$ cat config.mk
export PLATFORM = sky130hd
export DESIGN_NAME = sac_ctrl
export DESIGN_NICKNAME = d
export VERILOG_FILES = /design/src/logic/sac_ctrl.v /design/src/logic/sac_clock_div.v /design/src/logic/sac_conv_seq.v
export VERILOG_INCLUDE_DIRS = /design/src /design/src/logic
export SDC_FILE = /design/constraint.sdc
export NUM_CORES = 1
export LEC_CHECK = 0
export BUFFER_PORTS_ARGS = -buffer_cell sky130_fd_sc_hd__buf_4
export CAP_MARGIN = 20
export CORE_MARGIN = 2
export CORE_UTILIZATION = 40
export CTS_CLUSTER_SIZE = 8
export DETAILED_ROUTE_END_ITERATION = 12
export SETUP_SLACK_MARGIN = 0.05
export SYNTH_ARGS = -nofsm -noshare
export SYNTH_HDL_FRONTEND = slang
export SYNTH_SLANG_ARGS = --single-unit
$ cat constraint.sdc
create_clock -name clk_i -period 8.2 [get_ports clk_i]
set_input_delay 0.41 -clock clk_i [delete_from_list [all_inputs] [get_ports clk_i]]
set_output_delay 0.41 -clock clk_i [all_outputs]
set_load 0.03 [all_outputs]
$ cat src/logic/sac_defines.vh
// register map, field positions, reset values and timing for the shared converter control
`ifndef SAC_DEFINES_VH
`define SAC_DEFINES_VH

// ****************************************
// register byte offsets
// ****************************************
`define SAC_OFS_CTRL 8'h00
`define SAC_OFS_CORE_CFG 8'h04
`define SAC_OFS_SAMP_REF 8'h08
`define SAC_OFS_IRQ_STAT 8'h0c
`define SAC_OFS_IRQ_MASK 8'h10

// ****************************************
// control register fields
// ****************************************
`define SAC_CTRL_ON 0
`define SAC_CTRL_REFERENCE_ERROR_FLAG_IE 1
`define SAC_CTRL_RES_LO 2
`define SAC_CTRL_RES_HI 3
`define SAC_CTRL_START 4

// ****************************************
// core configuration fields
// ****************************************
`define SAC_CFG_DIV_LO 0
`define SAC_CFG_DIV_HI 6
`define SAC_CFG_EIRQ_LO 8
`define SAC_CFG_EIRQ_HI 10

// ****************************************
// sample time and reference status fields
// ****************************************
`define SAC_SR_SAMC_LO 0
`define SAC_SR_SAMC_HI 9
`define SAC_SR_ERR 14
`define SAC_SR_RDY 15

// ****************************************
// interrupt status and mask bits
// ****************************************
`define SAC_IRQ_EARLY 0
`define SAC_IRQ_DONE 1
`define SAC_IRQ_REFERENCE_ERROR_FLAG 2
`define SAC_IRQ_W 3

// ****************************************
// reset values
// ****************************************
`define SAC_RST_CTRL 4'h0
`define SAC_RST_DIV 7'h0
`define SAC_RST_EIRQ 3'h0
`define SAC_RST_SAMC 10'h0
`define SAC_RST_IRQ 3'h0

// ****************************************
// timing in core clocks
// ****************************************
`define SAC_SAMPLE_EXTRA 12'h002
`define SAC_CONV_RES_00 12'h006
`define SAC_CONV_RES_01 12'h008
`define SAC_CONV_RES_10 12'h00a
`define SAC_CONV_RES_11 12'h00c

`endif

$ cat src/logic/sac_ctrl.v
// shared converter core timing, reference status and wishbone register file
//
// Notes on behaviour
// the core clock is the source clock divided by twice the divider code.
// the sample time is the sample count field plus two core clocks.
// software must not use early codes 110 or 111 at the reduced resolution 01.
// software sets the reference error interrupt enable only after the module is on.
// bit 15 of the sample and status register reads the band gap ready level.
// bit 14 is set when the band gap is lost while the module is on.
// bits 13 to 10 of that register read zero and ignore writes.
// the early interrupt comes code plus one core clocks before data is ready.
`timescale 1ns/1ps
`include "sac_defines.vh"

module sac_ctrl
(
	// clock and reset
	input wire clk_i,
	input wire rst_i,
	// wishbone slave
	input wire cyc_i,
	input wire stb_i,
	input wire we_i,
	input wire [7:0] adr_i,
	input wire [3:0] sel_i,
	input wire [31:0] dat_i,
	output reg [31:0] dat_o,
	output wire ack_o,
	// analog status pin
	input wire band_gap_ok_i,
	// converter status
	output wire core_tick_o,
	output wire sampling_o,
	output wire busy_o,
	output wire early_irq_o,
	output wire data_ready_o,
	output wire reference_ready_o,
	// interrupt
	output wire irq_o
);

	reg ack;
	reg converter_module_on;
	reg ref_error_irq_enable;
	reg [1:0] shared_core_resolution;
	reg start;
	reg [6:0] shared_core_clock_divider;
	reg [2:0] shared_early_irq_time;
	reg [9:0] shared_sample_time_count;
	reg reference_error_flag;
	reg [`SAC_IRQ_W-1:0] irq_status;
	reg [`SAC_IRQ_W-1:0] irq_mask;
	reg bg_meta;
	reg bg_sync;
	reg bg_prev;
	reg [31:0] next_dat;
	wire bus_req;
	wire wr_en;
	wire rd_cycle;
	wire [31:0] ctrl_val;
	wire [31:0] cfg_val;
	wire [31:0] sr_val;
	wire [`SAC_IRQ_W-1:0] irq_events;
	wire ref_lost;
	wire [31:0] wdat_ctrl;
	wire [31:0] wdat_cfg;
	wire [31:0] wdat_sr;
	wire [31:0] wdat_irq;

	// ****************************************
	// byte lane merge
	// ****************************************
	function [31:0] lane_merge;
		input [31:0] old;
		input [31:0] wr;
		input [3:0] sel;
		integer i;
		begin
			lane_merge = old;
			for (i = 0; i < 4; i = i + 1)
			begin
				if (sel[i])
				begin
					lane_merge[i*8 +: 8] = wr[i*8 +: 8];
				end
			end
		end
	endfunction

	// ****************************************
	// wishbone handshake
	// ****************************************
	assign bus_req = cyc_i & stb_i;
	assign ack_o = ack & bus_req;
	assign wr_en = ack_o & we_i;
	assign rd_cycle = bus_req & ~ack;

	always @(posedge clk_i)
	begin
		if (rst_i)
		begin
			ack <= 1'b0;
		end
		else
		begin
			ack <= bus_req & ~ack;
		end
	end

	// ****************************************
	// band gap synchroniser
	// ****************************************
	always @(posedge clk_i)
	begin
		if (rst_i)
		begin
			bg_meta <= 1'b0;
			bg_sync <= 1'b0;
			bg_prev <= 1'b0;
		end
		else
		begin
			bg_meta <= band_gap_ok_i;
			bg_sync <= bg_meta;
			bg_prev <= bg_sync;
		end
	end

	assign reference_ready_o = bg_sync;
	assign ref_lost = converter_module_on & bg_prev & ~bg_sync;

	// ****************************************
	// register read values
	// ****************************************
	assign ctrl_val = {27'h0, 1'b0, shared_core_resolution,
		ref_error_irq_enable, converter_module_on};
	assign cfg_val = {21'h0, shared_early_irq_time, 1'b0, shared_core_clock_divider};
	assign sr_val = {16'h0000, bg_sync, reference_error_flag, 4'h0,
		shared_sample_time_count}; // see R5, see R6

	always @*
	begin
		case (adr_i)
			`SAC_OFS_CTRL: next_dat = ctrl_val;
			`SAC_OFS_CORE_CFG: next_dat = cfg_val;
			`SAC_OFS_SAMP_REF: next_dat = sr_val;
			`SAC_OFS_IRQ_STAT: next_dat = {29'h0, irq_status};
			`SAC_OFS_IRQ_MASK: next_dat = {29'h0, irq_mask};
			default: next_dat = 32'h00000000;
		endcase
	end

	always @(posedge clk_i)
	begin
		if (rst_i)
		begin
			dat_o <= 32'h00000000;
		end
		else if (rd_cycle)
		begin
			dat_o <= next_dat;
		end
	end

	// ****************************************
	// register writes
	// ****************************************
	assign wdat_ctrl = lane_merge(ctrl_val, dat_i, sel_i);
	assign wdat_cfg = lane_merge(cfg_val, dat_i, sel_i);
	assign wdat_sr = lane_merge(sr_val, dat_i, sel_i);
	assign wdat_irq = lane_merge(32'h00000000, dat_i, sel_i);

	always @(posedge clk_i)
	begin
		if (rst_i)
		begin
			{shared_core_resolution, ref_error_irq_enable, converter_module_on} <= `SAC_RST_CTRL;
			start <= 1'b0;
			shared_core_clock_divider <= `SAC_RST_DIV;
			shared_early_irq_time <= `SAC_RST_EIRQ;
			shared_sample_time_count <= `SAC_RST_SAMC;
			irq_mask <= `SAC_RST_IRQ;
		end
		else
		begin
			start <= 1'b0;
			if (wr_en && adr_i == `SAC_OFS_CTRL)
			begin
				converter_module_on <= wdat_ctrl[`SAC_CTRL_ON];
				ref_error_irq_enable <= wdat_ctrl[`SAC_CTRL_REFERENCE_ERROR_FLAG_IE];
				shared_core_resolution <= wdat_ctrl[`SAC_CTRL_RES_HI:`SAC_CTRL_RES_LO];
				start <= wdat_ctrl[`SAC_CTRL_START];
			end
			if (wr_en && adr_i == `SAC_OFS_CORE_CFG)
			begin
				shared_core_clock_divider <= wdat_cfg[`SAC_CFG_DIV_HI:`SAC_CFG_DIV_LO];
				shared_early_irq_time <= wdat_cfg[`SAC_CFG_EIRQ_HI:`SAC_CFG_EIRQ_LO];
			end
			if (wr_en && adr_i == `SAC_OFS_SAMP_REF)
			begin
				// status bits and bits 13..10 are not writable
				shared_sample_time_count <= wdat_sr[`SAC_SR_SAMC_HI:`SAC_SR_SAMC_LO];
			end
			if (wr_en && adr_i == `SAC_OFS_IRQ_MASK)
			begin
				irq_mask <= wdat_irq[`SAC_IRQ_W-1:0];
			end
		end
	end

	// ****************************************
	// reference error flag
	// ****************************************
	always @(posedge clk_i)
	begin
		if (rst_i)
		begin
			reference_error_flag <= 1'b0;
		end
		else if (ref_lost)
		begin
			reference_error_flag <= 1'b1;
		end
		else if (!converter_module_on)
		begin
			reference_error_flag <= 1'b0;
		end
	end

	// ****************************************
	// interrupt status, write one to clear
	// ****************************************
	assign irq_events[`SAC_IRQ_EARLY] = early_irq_o;
	assign irq_events[`SAC_IRQ_DONE] = data_ready_o;
	assign irq_events[`SAC_IRQ_REFERENCE_ERROR_FLAG] = ref_lost & ref_error_irq_enable;

	always @(posedge clk_i)
	begin
		if (rst_i)
		begin
			irq_status <= `SAC_RST_IRQ;
		end
		else if (wr_en && adr_i == `SAC_OFS_IRQ_STAT)
		begin
			// set wins over clear
			irq_status <= (irq_status & ~wdat_irq[`SAC_IRQ_W-1:0]) | irq_events;
		end
		else
		begin
			irq_status <= irq_status | irq_events;
		end
	end

	assign irq_o = |(irq_status & irq_mask);

	// ****************************************
	// core clock and conversion sequence
	// ****************************************
	sac_clock_div u_div
	(
		.clk_i(clk_i),
		.rst_i(rst_i),
		.enable_i(converter_module_on),
		.divider_i(shared_core_clock_divider),
		.tick_o(core_tick_o)
	);

	sac_conv_seq u_seq
	(
		.clk_i(clk_i),
		.rst_i(rst_i),
		.enable_i(converter_module_on),
		.start_i(start),
		.tick_i(core_tick_o),
		.sample_count_i(shared_sample_time_count),
		.resolution_i(shared_core_resolution),
		.early_time_i(shared_early_irq_time),
		.sampling_o(sampling_o),
		.busy_o(busy_o),
		.early_o(early_irq_o),
		.done_o(data_ready_o)
	); // see R2

endmodule // sac_ctrl

$ cat src/logic/sac_clock_div.v
// core clock divider producing a one-cycle core clock tick
`timescale 1ns/1ps
`include "sac_defines.vh"

module sac_clock_div
(
	// clock and reset
	input wire clk_i,
	input wire rst_i,
	// control
	input wire enable_i,
	input wire [6:0] divider_i,
	// tick out
	output reg tick_o
);

	reg [7:0] count;
	wire [7:0] last;

	// ****************************************
	// 2*code source periods per core clock
	// ****************************************
	// code 0 is handled as code 1
	assign last = (divider_i == 7'h00) ? 8'h01 : {divider_i, 1'b0} - 8'h01;

	always @(posedge clk_i)
	begin
		if (rst_i || !enable_i)
		begin
			count <= 8'h00;
			tick_o <= 1'b0;
		end
		else if (count >= last)
		begin
			count <= 8'h00;
			tick_o <= 1'b1;
		end
		else
		begin
			count <= count + 8'h01;
			tick_o <= 1'b0;
		end
	end

endmodule // sac_clock_div

$ cat src/logic/sac_conv_seq.v
// shared core conversion sequencer: sample time, conversion and early interrupt
`timescale 1ns/1ps
`include "sac_defines.vh"

module sac_conv_seq
(
	// clock and reset
	input wire clk_i,
	input wire rst_i,
	// control
	input wire enable_i,
	input wire start_i,
	input wire tick_i,
	input wire [9:0] sample_count_i,
	input wire [1:0] resolution_i,
	input wire [2:0] early_time_i,
	// status
	output reg sampling_o,
	output reg busy_o,
	output reg early_o,
	output reg done_o
);

	reg [11:0] remaining;
	reg [11:0] conv_len;
	wire [11:0] total;
	wire [11:0] early_at;

	function [11:0] conv_clocks;
		input [1:0] res;
		begin
			case (res)
				2'b00: conv_clocks = `SAC_CONV_RES_00;
				2'b01: conv_clocks = `SAC_CONV_RES_01;
				2'b10: conv_clocks = `SAC_CONV_RES_10;
				default: conv_clocks = `SAC_CONV_RES_11;
			endcase
		end
	endfunction

	// ****************************************
	// lengths in core clocks
	// ****************************************
	assign total = {2'b00, sample_count_i} + `SAC_SAMPLE_EXTRA
		+ conv_clocks(resolution_i);
	assign early_at = {9'h0, early_time_i} + 12'h001;

	// ****************************************
	// countdown to data ready
	// ****************************************
	always @(posedge clk_i)
	begin
		if (rst_i || !enable_i)
		begin
			remaining <= 12'h000;
			conv_len <= 12'h000;
			busy_o <= 1'b0;
			sampling_o <= 1'b0;
			early_o <= 1'b0;
			done_o <= 1'b0;
		end
		else
		begin
			early_o <= 1'b0;
			done_o <= 1'b0;
			if (!busy_o && start_i)
			begin
				remaining <= total;
				conv_len <= conv_clocks(resolution_i);
				busy_o <= 1'b1;
				sampling_o <= 1'b1;
				early_o <= (total <= early_at);
			end
			else if (busy_o && tick_i)
			begin
				remaining <= remaining - 12'h001;
				sampling_o <= (remaining - 12'h001) > conv_len;
				if (remaining - 12'h001 == early_at)
				begin
					early_o <= 1'b1;
				end
				if (remaining == 12'h001)
				begin
					busy_o <= 1'b0;
					done_o <= 1'b1;
				end
			end
		end
	end

endmodule // sac_conv_seq

Word-level counts from Yosys, hierarchy flattened
Index checks and enable logic that the tools add are counted.
{ "totals": {"regBits": 105, "input_bits": 50} }
{ "op_classes": {"addsub": 6, "n_reduce_logical": 25, "order_cmp": 3, "eq_ne": 9, "bitwise_logic": 17, "muxes": 19} }
{ "op_table": {"columns": ["op", "count"], "rows": [
  ["16-bit one-hot mux with 5 select lines", 1],
  ["12-bit 2-to-1 mux", 2],
  ["8-bit by 4-bit equality test with 1-bit output (second input constant)", 2],
  ["12-bit by 4-bit adder with 12-bit output", 1],
  ["12-bit by 1-bit equality test with 1-bit output (second input constant)", 1],
  ["12-bit equality test", 1],
  ["12-bit > comparator", 1],
  ["12-bit less-or-equal comparator", 1],
  ["1-bit 2-to-1 mux", 12],
  ["4-bit one-hot mux with 3 select lines", 1],
  ["2-bit AND reduction", 6],
  ["12-bit by 1-bit subtractor with 12-bit output (second input constant)", 1],
  ["10-bit by 2-bit adder with 11-bit output (second input constant)", 1],
  ["3-bit OR reduction", 3],
  ["8-bit by 1-bit adder with 8-bit output (second input constant)", 1],
  ["8-bit by 3-bit equality test with 1-bit output (second input constant)", 1],
  ["8-bit by 5-bit equality test with 1-bit output (second input constant)", 1],
  ["8-bit greater-or-equal comparator", 1],
  ["8-bit logical NOT", 1],
  ["8-bit 2-to-1 mux", 1],
  ["8-bit by 1-bit subtractor with 8-bit output (second input constant)", 1],
  ["1-bit bitwise AND", 7],
  ["1-bit logical AND", 7],
  ["7-bit logical NOT", 1],
  ["other kinds (14)", 23]
]} }

Longest topological paths before layout
{ "logic_depth": {"ltp_word": 6, "mapped_depth": 13, "mapped_depth_nobuf": 12} }

Hierarchy
A second synthesis with hierarchy kept.
{ "unflattened": {"cells_unflattened": 527, "hier_area_um2": 4570.6} }
{ "modules_own_cells": {"columns": ["mod", "area_each_um2", "n_inst", "cells_per_inst"], "rows": [
  ["sac_ctrl", 2254.7, 1, 245],
  ["sac_conv_seq", 1627.8, 1, 207],
  ["sac_clock_div", 688.2, 1, 75]
]} }

Worst setup path before layout
OpenSTA, ideal clock, no wires.
{ "synth_path": {"path_type": "register -> register", "startpoint": "register shared_core_resolution[0]", "endpoint": "register u_seq.early_o", "setup_slack_ps": 5543, "arrival_ps": 2597, "t_required_ps": 8140, "path_stages_with_launch": 12, "period_less_slack_ps": 2657, "setup_ps": 60, "path_cell_list": "dfxtp_1 inv_1 ha_1 inv_1 fa_1 xor2_1 ha_1 a21oi_1 o21ai_0 a2111o_1 nor4_1 a32o_1"} }
{ "synth_via": {"elab_chain_len": 5, "elab_cells_between_ends": 7} }
{ "synth_lines": {"columns": ["element", "line", "source"], "rows": [
  ["start, declared", "sac_ctrl.v:45", "reg [1:0] shared_core_resolution;"],
  ["start signal, assigned", "sac_ctrl.v:177", "{shared_core_resolution, ref_error_irq_enable, converter_module_on} <= `SAC_RST_CTRL;"],
  ["start signal, assigned", "sac_ctrl.v:191", "shared_core_resolution <= wdat_ctrl[`SAC_CTRL_RES_HI:`SAC_CTRL_RES_LO];"],
  ["2-bit equality test (tied with other cells)", "sac_conv_seq.v:32", "case (res)"],
  ["4-bit one-hot mux with 3 select lines *", "sac_conv_seq.v:32", null],
  ["12-bit by 4-bit adder with 12-bit output *", "sac_conv_seq.v:44", "assign total = {2'b00, sample_count_i} + `SAC_SAMPLE_EXTRA"],
  ["12-bit less-or-equal comparator *", "sac_conv_seq.v:72", "early_o <= (total <= early_at);"],
  ["1-bit 2-to-1 mux *", "sac_conv_seq.v:66", "if (!busy_o && start_i)"],
  ["end signal, assigned", "sac_conv_seq.v:72", null],
  ["end, declared", "sac_conv_seq.v:20", "output reg early_o,"]
]} }
Mark *: on every way between the ends. The rest lies on a longest branch, timed or not.
A chain may end at the register's enable or synchronous reset.

Worst setup path in the final report
Same ends and word-level chain as after synthesis.

==> flow_metrics.tcl <==
set metrics [dict create \
    status "complete, no violations" \
    portBuffers 47 \
    numCtsBuffers 9 \
    clock-sinks 77 \
    placed_cell_area_um2 4850 \
    relSlewSlack 0.340 \
    worst_clock_skew_ns 0.0117 \
    synthCells 537 \
    syn_avg_cell_area_um2 8.37 \
    via_per_inst 5.36 \
    cp-end-kind "flop" \
    cts_setup_buffers 0 \
    ctsHtreeMaxLevel 3 \
    synth_edf_count 0 \
    die_w_um 110 \
    startpoint_type "flop" \
    async_flop_share 0 \
    cp-endpoint "u_seq.early_o" \
    grt.total_usage 0.196 \
    syn_to_final_growth_pct 13.1 \
    placed_cells 698 \
    ys_types 66 \
    startpoint "shared_core_resolution[0]" \
    final-hold-violation-count 0 \
    wirelength_um 11100 \
    r2r_cells 11 \
    antenna_found_initial 0 \
    initial_core_util 0.413 \
    drv_cap 0 \
    yosysMostFrequentCell "dfxtp_1" \
    r2r_start "shared_core_resolution[0]" \
    ys.flop_type "dfxtp_1" \
    fp-row-count 38 \
    crit_path_max_fanout 3 \
    firstDrtPassIters 5 \
    whs_ns 0.253 \
    die_h_um 110 \
    drtIter0Drc 280 \
    drive_gt1_frac 0.145 \
    drv_slew 0 \
    synth.top_cell.area_share 0.343 \
    vias 3828 \
    wire_per_inst_um 15.5 \
    cts_resized 0 \
    period_share 0.372 \
    synth_area_leaders "dfxtp_1, ha_1, nand2_1" \
    final_area_um2 5080 \
    hold_path_class "input port to flop" \
    period_needed_ns 3.05 \
    die_area_um2 12100 \
    io_pins 90 \
    cts-hold-fix-buffers 0 \
    synth_warnings 0 \
    worstMarginPinSlew_ns 0.988 \
    place_hpwl_um 8190 \
    n_antenna_cell 0 \
    required_ns 8.49 \
    peakVddDrop_mv 0.107 \
    ys_seq_area_frac 0.343 \
    path_clk_slew_ns 0.09 \
    synth-seq-cells 77 \
    dp_slack_ns 4.91 \
    drcViolationCount 0 \
    synth_common_cells "dfxtp_1, nand2_1, nor2_1, a21oi_1, ha_1" \
    min-delay-start "band_gap_ok_i" \
    r2r_end "u_seq.early_o" \
    grt_pass1_vias 3626 \
    seq_area_um2 1540 \
    detail-route-antenna-nets 0 \
    tns_ns 0 \
    crit_arrival_ns 3.35 \
    r2r_slack_ns 5.15 \
    num-fill-cells 1099 \
    cts_tree "done" \
    multi_input_area_um2 2690 \
    grt.overflow.total 0 \
    cts_root_buf "clkbuf_8" \
    gp_congestion 0.826 \
    clock_latency_ns 0.36 \
    cts_buffer_depth 2 \
    p_leak_nw 1.98 \
    setup_violations 0 \
    p_total_uw 753 \
    fp.coreArea_um2 10900 \
    nNetsFinal 646 \
    final_util 0.467 \
    critical_path_class "flop to flop" \
    max_freq_mhz 328 \
    grt_pass1_wl_um 18300 \
    rsz0062_at_grt "false" \
    power_density_nw_per_um2 148 \
    syn_area_um2 4490 \
    yosys.area.top_type "dfxtp_1" \
    final_cells 714 \
    worst_slack_ns 5.15 \
    grt_start_max_net_pins 51 \
]
-- cells by family (layout without fill, tap and decap cells) --
family                   after synthesis  after routing  synth area share
other                                  1             19          0.000834
buffers and inverters                 66             85            0.0738
AND/OR/NAND/NOR                      215            215             0.240
multiplexers                          23             23            0.0579
XOR/XNOR                              35             35            0.0682
flip-flops                            77             77             0.343
adder cells (fa/ha/maj)               27             27            0.0768
AO/OA/AOI/OAI                         93             93             0.139
-- flip-flops by register name (all words and copies together), names as in the netlist --
signal and flops:
bg_prev 1, shared_core_clock_divider 7, irq_mask 3, shared_sample_time_count 10, ack 1, shared_early_irq_time 3
u_seq.done_o 1, u_div.count 8, shared_core_resolution 2, bg_meta 1, ref_error_irq_enable 1, start 1
u_seq.sampling_o 1, converter_module_on 1, u_seq.busy_o 1, u_div.tick_o 1, u_seq.early_o 1, irq_status 3
dat_o 13, reference_ready_o 1, reference_error_flag 1, u_seq.conv_len 3, u_seq.remaining 12
-- how the worst min path moves through the flow --
stage                              to  cells after the start
floorplan           reference_ready_o                      1
global placement    reference_ready_o                      1
detailed placement  reference_ready_o                      1
CTS                           bg_meta                      2
global route                  bg_meta                      2
finish                        bg_meta                      2
-- cell usage in the layout, fill, tap and decap left out, types with 13 or more instances in the layout --
cell / n
a211oi_1: 13
a21oi_1: 30
buf_4: 50
conb_1: 19
dfxtp_1: 77
ha_1: 26
inv_1: 19
mux2i_1: 20
nand2_1: 55
nand3_1: 25
nor2_1: 54
nor3_1: 16
xnor2_1: 14
xor2_1: 21
-- routing by layer --
layer | global-route usage | vias to the layer above | part of all wire
li1 | - | 1925 | -
met1 | 0.270 | 1789 | 0.49
met2 | 0.308 | 108 | 0.46
met3 | 0.0464 | 6 | 0.049
met4 | 0.0470 | 0 | 0.0080
met5 | 0 | - | 0
-- power breakdown --
group | switching (mW) | internal (mW)
Clock | 0.159 | 0.177
Sequential | 0.000877 | 0.375
Combinational | 0.0280 | 0.0129
-- cell type report --
| class | count | area share |
|---|---|---|
| Inverter | 19 | 0.0140 |
| Multi-Input combinational cell | 412 | 0.529 |
| Clock inverter | 7 | 0.0207 |
| Timing Repair Buffer | 50 | 0.0739 |
| Tap cell | 140 | 0.0345 |
| Sequential cell | 77 | 0.303 |
| Clock buffer | 9 | 0.0244 |
-- critical path, stage by stage, from the launching register on --
cell	delay, ns
dfxtp_1	0.37
inv_1	0.10
ha_1	0.31
inv_1	0.07
fa_1	0.46
xor2_1	0.25
ha_1	0.30
a21oi_1	0.14
o21ai_0	0.09
a2111o_1	0.36
nor4_1	0.35
a32o_1	0.20
Note: power is estimated with default switching activity, not from simulation.
